File: src/verilog/tpas_pkg.sv
package tpas_pkg;

  // Measurement modes of the channel selector.
  typedef enum logic [1:0] {
    TPAS_MODE_ONE = 2'h0,
    TPAS_MODE_TWO = 2'h1,
    TPAS_MODE_FOUR = 2'h2
  } tpas_mode_e;

  // Converter input selector positions.
  typedef enum logic [1:0] {
    TPAS_SEL_COARSE = 2'h0,
    TPAS_SEL_RESIDUE = 2'h1,
    TPAS_SEL_CLEAR = 2'h2
  } tpas_sel_e;

  localparam int TPAS_CONV_W = 8;
  localparam int TPAS_WORD_W = 16;
  localparam int TPAS_CHAN_W = 2;
  localparam int TPAS_MAX_CH = 4;
  localparam int TPAS_FIFO_DEPTH = 8;
  localparam int TPAS_BITCNT_W = 5;
  localparam logic [1:0] TPAS_LAST_CH_TWO = 2'h1;
  localparam logic [1:0] TPAS_LAST_CH_FOUR = 2'h3;
  localparam logic [TPAS_BITCNT_W-1:0] TPAS_BITS = 5'h10;

  // One finished sample with its overload flags and channel tag.
  typedef struct packed {
    logic [TPAS_CHAN_W-1:0] chan;
    logic over;
    logic under;
    logic [TPAS_WORD_W-1:0] data;
  } tpas_result_s;

  localparam int TPAS_RESULT_W = $bits(tpas_result_s);

endpackage : tpas_pkg

File: src/verilog/tpas_sequencer.sv
`timescale 1ns/1ps
module tpas_sequencer import tpas_pkg::*; #(
  parameter bit FOUR_INPUT_BUILD = 1'b1
) (
  // Clock, reset and enable.
  input wire logic clk,
  input wire logic rst_n,
  input wire logic ce,
  // Pacing and configuration from downstream logic.
  input wire logic sample_sync,
  input wire tpas_mode_e mode,
  input wire logic [TPAS_WORD_W-1:0] dither,
  // Shared converter.
  output logic hold,
  output logic [TPAS_CHAN_W-1:0] chan_sel,
  output tpas_sel_e conv_in_sel,
  output logic conv_start,
  input wire logic conv_done,
  input wire logic [TPAS_CONV_W-1:0] conv_word,
  input wire logic conv_over,
  input wire logic conv_under,
  output logic [TPAS_WORD_W-1:0] dac_word,
  // Serial output to downstream logic.
  output logic sample_data_serial,
  output logic sample_frame,
  output logic [TPAS_CHAN_W-1:0] sample_chan,
  output logic conv_over_limit_flag,
  output logic conv_under_limit_flag,
  output logic busy
);

  typedef enum logic [2:0] {
    TPAS_ST_IDLE = 3'h0,
    TPAS_ST_START = 3'h1,
    TPAS_ST_WAIT = 3'h2,
    TPAS_ST_PUSH = 3'h3
  } tpas_state_e;

  typedef enum logic [0:0] {
    TPAS_TX_IDLE = 1'h0,
    TPAS_TX_SHIFT = 1'h1
  } tpas_tx_e;

  tpas_state_e state_reg;
  tpas_tx_e tx_reg;
  logic [2:0] sync_pipe_reg;
  logic done_s1_reg, done_s2_reg, done_s3_reg;
  logic [TPAS_CONV_W-1:0] word_s1_reg, word_s2_reg;
  logic over_s1_reg, over_s2_reg, under_s1_reg, under_s2_reg;
  logic [TPAS_CONV_W-1:0] coarse_reg;
  logic [TPAS_WORD_W-1:0] sum_reg;
  logic over_acc_reg, under_acc_reg;
  logic [TPAS_CHAN_W-1:0] last_ch_reg;
  logic fifo_in_ready, fifo_out_valid, fifo_pop;
  tpas_result_s push_data, pop_data;
  logic [TPAS_WORD_W-1:0] shift_reg;
  logic [TPAS_BITCNT_W-1:0] bit_cnt_reg;
  logic sync_rise, done_rise;

  // Synchronised pacing and converter handshake edges.
  assign sync_rise = sync_pipe_reg[1] && !sync_pipe_reg[2];
  assign done_rise = done_s2_reg && !done_s3_reg;

  // Two-flop synchronisers for signals from outside the domain.
  always_ff @(posedge clk) begin
    if (!rst_n) begin
      sync_pipe_reg <= '0;
      done_s1_reg <= 1'b0;
      done_s2_reg <= 1'b0;
      done_s3_reg <= 1'b0;
      word_s1_reg <= '0;
      word_s2_reg <= '0;
      over_s1_reg <= 1'b0;
      over_s2_reg <= 1'b0;
      under_s1_reg <= 1'b0;
      under_s2_reg <= 1'b0;
    end else if (ce) begin
      sync_pipe_reg <= {sync_pipe_reg[1:0], sample_sync};
      done_s1_reg <= conv_done;
      done_s2_reg <= done_s1_reg;
      done_s3_reg <= done_s2_reg;
      word_s1_reg <= conv_word;
      word_s2_reg <= word_s1_reg;
      over_s1_reg <= conv_over;
      over_s2_reg <= over_s1_reg;
      under_s1_reg <= conv_under;
      under_s2_reg <= under_s1_reg;
    end
  end

  // Conversion sequence: hold, then coarse, residue and clear per channel.
  always_ff @(posedge clk) begin
    if (!rst_n) begin
      state_reg <= TPAS_ST_IDLE;
      hold <= 1'b0;
      chan_sel <= '0;
      conv_in_sel <= TPAS_SEL_COARSE;
      conv_start <= 1'b0;
      coarse_reg <= '0;
      dac_word <= '0;
      sum_reg <= '0;
      over_acc_reg <= 1'b0;
      under_acc_reg <= 1'b0;
      last_ch_reg <= '0;
      busy <= 1'b0;
    end else if (ce) begin
      conv_start <= 1'b0;
      unique case (state_reg)
        TPAS_ST_IDLE: begin
          if (sync_rise) begin
            hold <= 1'b1;
            busy <= 1'b1;
            chan_sel <= '0;
            conv_in_sel <= TPAS_SEL_COARSE;
            over_acc_reg <= 1'b0;
            under_acc_reg <= 1'b0;
            if (mode == TPAS_MODE_TWO) begin
              last_ch_reg <= TPAS_LAST_CH_TWO;
            end else if (mode == TPAS_MODE_FOUR && FOUR_INPUT_BUILD) begin
              last_ch_reg <= TPAS_LAST_CH_FOUR;
            end else begin
              last_ch_reg <= '0;
            end
            state_reg <= TPAS_ST_START;
          end
        end
        TPAS_ST_START: begin
          conv_start <= 1'b1;
          state_reg <= TPAS_ST_WAIT;
        end
        TPAS_ST_WAIT: begin
          if (done_rise) begin
            unique case (conv_in_sel)
              TPAS_SEL_COARSE: begin
                coarse_reg <= word_s2_reg;
                dac_word <= {word_s2_reg, {TPAS_CONV_W{1'b0}}} + dither;
                conv_in_sel <= TPAS_SEL_RESIDUE;
                state_reg <= TPAS_ST_START;
              end
              TPAS_SEL_RESIDUE: begin
                sum_reg <= {coarse_reg, {TPAS_CONV_W{1'b0}}} + {{TPAS_CONV_W{1'b0}}, word_s2_reg};
                conv_in_sel <= TPAS_SEL_CLEAR;
                state_reg <= TPAS_ST_START;
              end
              default: begin
                conv_in_sel <= TPAS_SEL_COARSE; // result discarded
                state_reg <= TPAS_ST_PUSH;
              end
            endcase
            over_acc_reg <= over_acc_reg | (over_s2_reg && conv_in_sel != TPAS_SEL_CLEAR);
            under_acc_reg <= under_acc_reg | (under_s2_reg && conv_in_sel != TPAS_SEL_CLEAR);
          end
        end
        TPAS_ST_PUSH: begin
          if (fifo_in_ready) begin
            over_acc_reg <= 1'b0;
            under_acc_reg <= 1'b0;
            if (chan_sel == last_ch_reg) begin
              hold <= 1'b0;
              busy <= 1'b0;
              state_reg <= TPAS_ST_IDLE;
            end else begin
              chan_sel <= chan_sel + 1'b1;
              state_reg <= TPAS_ST_START;
            end
          end
        end
        default: state_reg <= TPAS_ST_IDLE;
      endcase
    end
  end

  // Result handed to the buffer with its channel tag.
  always_comb begin
    push_data.chan = chan_sel;
    push_data.over = over_acc_reg;
    push_data.under = under_acc_reg;
    push_data.data = sum_reg;
  end

  tpas_fifo #(
    .WIDTH(TPAS_RESULT_W),
    .DEPTH(TPAS_FIFO_DEPTH)
  ) u_fifo (
    .clk(clk),
    .rst_n(rst_n),
    .ce(ce),
    .in_valid(state_reg == TPAS_ST_PUSH),
    .in_ready(fifo_in_ready),
    .in_data(push_data),
    .out_valid(fifo_out_valid),
    .out_ready(fifo_pop),
    .out_data(pop_data)
  );

  assign fifo_pop = (tx_reg == TPAS_TX_IDLE);

  // Serial shifter, MSB first, frame high during the sixteen bits.
  always_ff @(posedge clk) begin
    if (!rst_n) begin
      tx_reg <= TPAS_TX_IDLE;
      shift_reg <= '0;
      bit_cnt_reg <= '0;
      sample_data_serial <= 1'b0;
      sample_frame <= 1'b0;
      sample_chan <= '0;
      conv_over_limit_flag <= 1'b0;
      conv_under_limit_flag <= 1'b0;
    end else if (ce) begin
      unique case (tx_reg)
        TPAS_TX_IDLE: begin
          sample_frame <= 1'b0;
          sample_data_serial <= 1'b0;
          if (fifo_out_valid) begin
            shift_reg <= {pop_data.data[TPAS_WORD_W-2:0], 1'b0};
            sample_data_serial <= pop_data.data[TPAS_WORD_W-1];
            sample_frame <= 1'b1;
            sample_chan <= pop_data.chan;
            conv_over_limit_flag <= pop_data.over;
            conv_under_limit_flag <= pop_data.under;
            bit_cnt_reg <= TPAS_BITS - 1'b1;
            tx_reg <= TPAS_TX_SHIFT;
          end
        end
        TPAS_TX_SHIFT: begin
          if (bit_cnt_reg == '0) begin
            sample_frame <= 1'b0;
            sample_data_serial <= 1'b0;
            tx_reg <= TPAS_TX_IDLE;
          end else begin
            sample_data_serial <= shift_reg[TPAS_WORD_W-1];
            shift_reg <= {shift_reg[TPAS_WORD_W-2:0], 1'b0};
            bit_cnt_reg <= bit_cnt_reg - 1'b1;
          end
        end
      endcase
    end
  end

endmodule : tpas_sequencer

File: src/verilog/tpas_fifo.sv
`timescale 1ns/1ps
module tpas_fifo #(
  parameter int WIDTH = 8,
  parameter int DEPTH = 8
) (
  // Clock, reset and enable.
  input wire logic clk,
  input wire logic rst_n,
  input wire logic ce,
  // Fill side.
  input wire logic in_valid,
  output logic in_ready,
  input wire logic [WIDTH-1:0] in_data,
  // Drain side.
  output logic out_valid,
  input wire logic out_ready,
  output logic [WIDTH-1:0] out_data
);

  localparam int AW = $clog2(DEPTH);

  logic [WIDTH-1:0] mem [DEPTH];
  logic [AW-1:0] wr_ptr_reg;
  logic [AW-1:0] rd_ptr_reg;
  logic [AW:0] count_reg;
  logic push;
  logic pop;

  // Full and empty follow the occupancy count.
  assign in_ready = (count_reg != (AW+1)'(DEPTH));
  assign out_valid = (count_reg != '0);
  assign out_data = mem[rd_ptr_reg];
  assign push = in_valid && in_ready && ce;
  assign pop = out_valid && out_ready && ce;

  // Storage writes.
  always_ff @(posedge clk) begin
    if (push) begin
      mem[wr_ptr_reg] <= in_data;
    end
  end

  // Pointers and count.
  always_ff @(posedge clk) begin
    if (!rst_n) begin
      wr_ptr_reg <= '0;
      rd_ptr_reg <= '0;
      count_reg <= '0;
    end else begin
      if (push) begin
        wr_ptr_reg <= (wr_ptr_reg == AW'(DEPTH - 1)) ? '0 : wr_ptr_reg + 1'b1;
      end
      if (pop) begin
        rd_ptr_reg <= (rd_ptr_reg == AW'(DEPTH - 1)) ? '0 : rd_ptr_reg + 1'b1;
      end
      if (push && !pop) begin
        count_reg <= count_reg + 1'b1;
      end else if (pop && !push) begin
        count_reg <= count_reg - 1'b1;
      end
    end
  end

endmodule : tpas_fifo

File: config.mk
export PLATFORM = sky130hd
export DESIGN_NAME = tpas_sequencer
export DESIGN_NICKNAME = d
export VERILOG_FILES = /design/src/verilog/tpas_pkg.sv /design/src/verilog/tpas_sequencer.sv /design/src/verilog/tpas_fifo.sv
export SDC_FILE = /design/constraint.sdc
export NUM_CORES = 1
export LEC_CHECK = 0
export BUFFER_PORTS_ARGS = -buffer_cell sky130_fd_sc_hd__buf_2
export CORE_UTILIZATION = 25
export CTS_BUF_LIST = sky130_fd_sc_hd__clkbuf_4
export CTS_CLUSTER_SIZE = 14
export DETAILED_ROUTE_END_ITERATION = 6
export HOLD_SLACK_MARGIN = 0.1
export SYNTH_ARGS = -nofsm -noshare
export SYNTH_HDL_FRONTEND = slang
export SYNTH_SLANG_ARGS = --single-unit
File: constraint.sdc
create_clock -name clk -period 4.1 [get_ports clk]
set_input_delay 0.615 -clock clk [delete_from_list [all_inputs] [get_ports clk]]
set_output_delay 0.615 -clock clk [all_outputs]
set_load 0.05 [all_outputs]
# After elaboration in Yosys (flattened, before gate mapping)
# Memories as Yosys holds them, arrays and structs flattened. A register that Yosys moved wholly into a read port is not among the register bits.
# Index checks and enable logic that the tools add are counted.
dict set report word_totals {
  register_bits 117
  ram_bits 160
  input_bits 33
  out_inout_bits 29
  mem_count 1
}
dict set report op_classes {
  n_addsub 8
  n_eq_ne 19
  mux 48
  bitwise_logic 3
  n_reduce_logical 34
}
# memory words word_bits rd rd_ports_with_merged_regs wr line_no
set mem_list {}
lappend mem_list {u_fifo.mem 8 20 1 1 1 tpas_fifo.sv:22} ;# logic [WIDTH-1:0] mem [DEPTH];
# operator n
set op_table {}
lappend op_table {{2-to-1 mux 16 bit} 2}
lappend op_table {{one-hot mux 16 bit (2 select lines)} 1}
lappend op_table {{2-to-1 mux 3 bit} 7}
lappend op_table {{adder 16 bit} 1}
lappend op_table {{adder 16 x 8 -> 16 bit} 1}
lappend op_table {{2-to-1 mux 1 bit} 16}
lappend op_table {{AND reduction 4 bit} 4}
lappend op_table {{AND reduction 5 bit} 3}
lappend op_table {{2-to-1 mux 2 bit} 7}
lappend op_table {{!= test 2 bit, second input constant} 7}
lappend op_table {{one-hot mux 2 bit (2 select lines)} 3}
lappend op_table {{one-hot mux 3 bit (4 select lines)} 1}
lappend op_table {{logical AND 1 bit} 10}
lappend op_table {{2-to-1 mux 5 bit} 2}
lappend op_table {{one-hot mux 5 bit (2 select lines)} 1}
lappend op_table {{AND reduction 3 bit} 3}
lappend op_table {{2-to-1 mux 4 bit} 2}
lappend op_table {{one-hot mux 1 bit (2 select lines)} 4}
lappend op_table {{adder 3 x 1 -> 3 bit, second input constant} 2}
lappend op_table {{equality test 3 x 2 -> 1 bit, second input constant} 2}
lappend op_table {{equality test 3 bit, second input constant} 2}
lappend op_table {{one-hot mux 1 bit (3 select lines)} 2}
lappend op_table {{nonzero test 2 bit} 3}
lappend op_table {{zero test 5 bit} 1}
lappend op_table {{other kinds (19)} 25}

# Longest topological paths before layout
dict set report logic_depth {
  word_depth 7
  mapped_depth 11
  mapped_depth_nobuf 10
}

# Modules after synthesis
# From an unflattened synthesis, not the netlist that was laid out.
dict set report unflattened {
  cells_unflattened 779
  hier_area_um2 11123.2
}
# mod n_inst cells_each area_per_inst_um2 seq_area_each_um2
set by_module_without_submodules {}
lappend by_module_without_submodules {tpas_fifo 1 306 6752.7 5064.9}
lappend by_module_without_submodules {tpas_sequencer 1 473 4370.4 2102.0}

# Worst setup path after synthesis
# Ideal clock, no wire load.
dict set report synth_timing {
  kind {input to register}
  from {input ce}
  to {memory u_fifo.mem[0][0] (netlist bit), enable pin}
  setup_time_ns 0.448
  arrival_time_ns 2.886
  required_time_ns 3.652
  setup_slack_ns 0.766
  stages 3
  n_path_buf 1
  cell_sequence {buf_2 nand3_2 nor4_1}
}
dict set report synth_via {
  elab_chain_len 3
}
# element line_no
set synth_rtl {}
lappend synth_rtl {{start, declared} tpas_sequencer.sv:8} ;# input wire logic ce,
lappend synth_rtl {{logical AND 1 bit} tpas_fifo.sv:33} ;# assign push = in_valid && in_ready && ce;
lappend synth_rtl {{2-to-1 mux 1 bit} tpas_fifo.sv:38} ;# if (push) begin
lappend synth_rtl {{2-to-1 mux 1 bit (implied by the code)} tpas_fifo.sv:39} ;# mem[wr_ptr_reg] <= in_data;
lappend synth_rtl {{end, declared} tpas_fifo.sv:22}
# Every way passes these cells.

# Worst setup path after layout
dict set report layout_timing {
  from {register u_fifo.count_reg[0]}
  to {register u_fifo.count_reg[3]}
}
dict set report layout_via {
  elab_chain_len 6
  word_cells_on_any_way 15
  classes_between {add/sub: 2; eq/ne: 1; mux: 2; reduce/logical: 10}
}
# element line_no
set layout_rtl {}
lappend layout_rtl {{start, declared} tpas_fifo.sv:25} ;# logic [AW:0] count_reg;
lappend layout_rtl {{start signal, assigned} tpas_fifo.sv:57} ;# count_reg <= count_reg + 1'b1;
lappend layout_rtl {{start signal, assigned} tpas_fifo.sv:59} ;# count_reg <= count_reg - 1'b1;
lappend layout_rtl {{!= test 4 bit *} tpas_fifo.sv:30} ;# assign in_ready = (count_reg != (AW+1)'(DEPTH));
lappend layout_rtl {{logical AND 1 bit * (2 in a row)} tpas_fifo.sv:33}
lappend layout_rtl {{via u_fifo.push} tpas_fifo.sv:26} ;# logic push;
lappend layout_rtl {{zero test 1 bit} tpas_fifo.sv:58} ;# end else if (pop && !push) begin
lappend layout_rtl {{logical AND 1 bit} tpas_fifo.sv:58}
lappend layout_rtl {{nonzero test 2 bit (no source line)} --}
# Mark *: on every way through the listed nets, which the timed path passes. The rest lies on a longest branch. The select of a mux whose other input is x is not followed.
# A chain may end at the register's enable or synchronous reset.

==> impl_metrics.yaml <==
logic_synthesis:
  yosys_warnings: 0
  synthSimpleGateAreaFrac_pct: 8.61
  syn_avg_cell_area_um2: 14.0
  synth_seq_cells: 278
  yosys.area.top_type_share_pct: 43.9
  synth-adder-area-share_pct: 2.31
  synthXorXnorAreaFrac_pct: 0.720
  synthMuxAreaShare_pct: 14.3
  synth_cells: 780
  async_flop_share_pct: 0
  synth-compound-area-share_pct: 6.30
  yosys-top-cells-area: "edfxtp_1 44%, dfxtp_1 22%, mux4_2 8.2%"
  netlist-cell-type-count: 57
  syn-num-nets: 832
  synth_ff_type: "edfxtp_1"
  synth_edf_count: 160
  syn_area_um2: 10900
  synth_area_leader_cell: "edfxtp_1"
  synth_seq_area_share_pct: 65.5
  synth_top_family_by_area: "multiplexers"
worst_hold_path:
  hold_path_class: "input pin to flip-flop"
  worstHoldStart: "conv_over"
sta:
  slew_violations: 0
  worst_pin_slew_ns: 1.01
  fin_skew_ns: 0.0230
  period_share_pct: 69.3
  setup_tns_ns: 0
  hold_violations: 0
  rsz0062_at_grt: "no"
  fmax_ghz: 0.352
  setup_viol: 0
  min_period_ns: 2.84
  whs_ns: 0.218
  relSlewSlack_pct: 32.7
critical_path:
  critPathKind: "flip-flop to flip-flop"
  cp-end-kind: "flip-flop"
  crit_start: "u_fifo.count_reg[0]"
  reg2reg_from: "u_fifo.count_reg[0]"
  critPathArrivalTime_ns: 3.40
  cp_max_fo: 10
  startpoint_type: "flip-flop"
  required_ns: 4.66
finish:
  largest_reg_flops: 160
  nNetsFinal: 939
  drive_above_1_share_pct: 27.6
  post-route-util_pct: 29.9
  multi_input_area_um2: 3560
  design_area_um2: 12900
  final_cell_mix: "160 x edfxtp_1, 116 x dfxtp_1, 116 x clkbuf_4"
  n_fill_cell: 4471
  layout_commonest_cell: "edfxtp_1"
  register_area_um2: 7170
  area_delta_synth_final_pct: 18.1
power:
  p_total_uw: 6770
  p_per_area_nw_per_um2: 524
  p_leak_uw: 0.00460
  irDropWorstVdd_mv: 0.236
floorplanning:
  die_h_um: 211
  pin_count: 62
  start_util_pct: 25.4
  coreArea_um2: 43200
  die_w_um: 211
  rows: 76
  dieArea_um2: 44600
drt:
  wl_per_cell_um: 15.4
  drt_iter0_markers: 403
  via_per_inst: 4.38
  drtAntennaViolNets: 0
  vias: 6690
  first_pass_iters: 4
  drc: 0
  routed_wl_um: 23500
clocking:
  path_clk_slew_ns: 0.07
  cts.repair.resized: 0
  clock-sinks: 278
  clk_latency_ns: 0.64
  htree_levels: 3
  root_buffer: "clkbuf_4"
  post-cts-setup-buffers: 0
  cts_hold_buf: 0
  cts.path.max_buffers: 3
  cts_tree: "done"
  cts_buffers: 72
run_status:
  outcome: "completed"
flow_run:
  drv_cap: 0
place:
  place_area_um2: 12000
  io_buffer_count: 61
  dp_hpwl_um: 14200
  routabilityCongestion: 0.704
grt:
  antenna_found_initial: 1
  grt_pass1_wl_um: 37600
  grt_max_degree: 35
  grt_pass1_vias: 6955
  overflow: 0
  track_usage_pct: 10.9
layer usage:
layer | vias to the layer above | track usage (%) | part of all wire, %
li1 | 3219 | - | -
met1 | 3267 | 13.8 | 46
met2 | 168 | 17.9 | 47
met3 | 36 | 2.27 | 5.5
met4 | 0 | 4.55 | 1.8
met5 | - | 0 | 0
worst paths after layout:
check	depth (start not counted)	endpoint	slack [ns]
setup / recovery	10	u_fifo.count_reg[3]	1.26
hold / removal	3	over_s1_reg	0.22
setup reg to reg	10	u_fifo.count_reg[3]	1.26
hold reg to reg	2	dac_word[0]	0.45
per-stage QoR:
step	worst slack, ns	std cells
2_1_floorplan	0.766	780
3_3_place_gp	1.33	1398
3_5_place_dp	1.29	1398
4_1_cts	1.26	1527
5_1_grt	1.10	1529
6_report	1.26	1529
cells in the mapped netlist (2+ instances only):
library cell / instances
nand3b_1: 4
buf_2: 14
dfxtp_1: 118
xnor2_1: 6
fa_1: 2
edfxtp_1: 160
o22ai_1: 2
o211ai_1: 2
mux2i_1: 66
nor2_1: 65
mux4_2: 40
clkbuf_1: 22
o21a_1: 4
or3_1: 6
and3_1: 3
nand2b_1: 7
o2111ai_1: 3
buf_1: 8
inv_1: 13
nor3_1: 8
a21o_1: 3
o21ai_0: 11
xor2_1: 3
nand4_1: 15
ha_1: 17
nand2_1: 73
nor4_1: 4
a21oi_1: 50
a211oi_1: 6
nor2b_1: 2
a31oi_1: 3
o221ai_1: 15
area by class of cell:
class / count / area share, %
Multi-Input combinational cell: 442 / 27.6
Sequential cell: 278 / 55.5
Antenna cell: 2 / 0.0387
Timing Repair Buffer: 79 / 3.50
Tap cell: 585 / 5.66
Clock inverter: 13 / 0.591
Clock buffer: 116 / 6.74
Inverter: 14 / 0.407
critical path: stages (launching register included):
cell and delay [ns]:
dfxtp_1 0.37, or4b_4 0.59, nand3_2 0.23, inv_1 0.16
ha_1 0.23, inv_1 0.15, ha_1 0.26, a21o_2 0.22
a21oi_1 0.17, mux2i_1 0.23, mux2i_1 0.19
report_power, final:
group / internal [uW] / switching [uW]
Combinational: 503 / 638
Clock: 1340 / 1050
Sequential: 3070 / 162
Total: 4920 / 1850
cells by family after synthesis:
family,count (synthesis)
AOI/OAI and AO/OA,108
xor gates and xnor gates,9
adders and majority gates,19
buffers and inverters,60
DFF,278
muxes,106
and+or+nand+nor,200
Power figures use the tool's default switching activity.
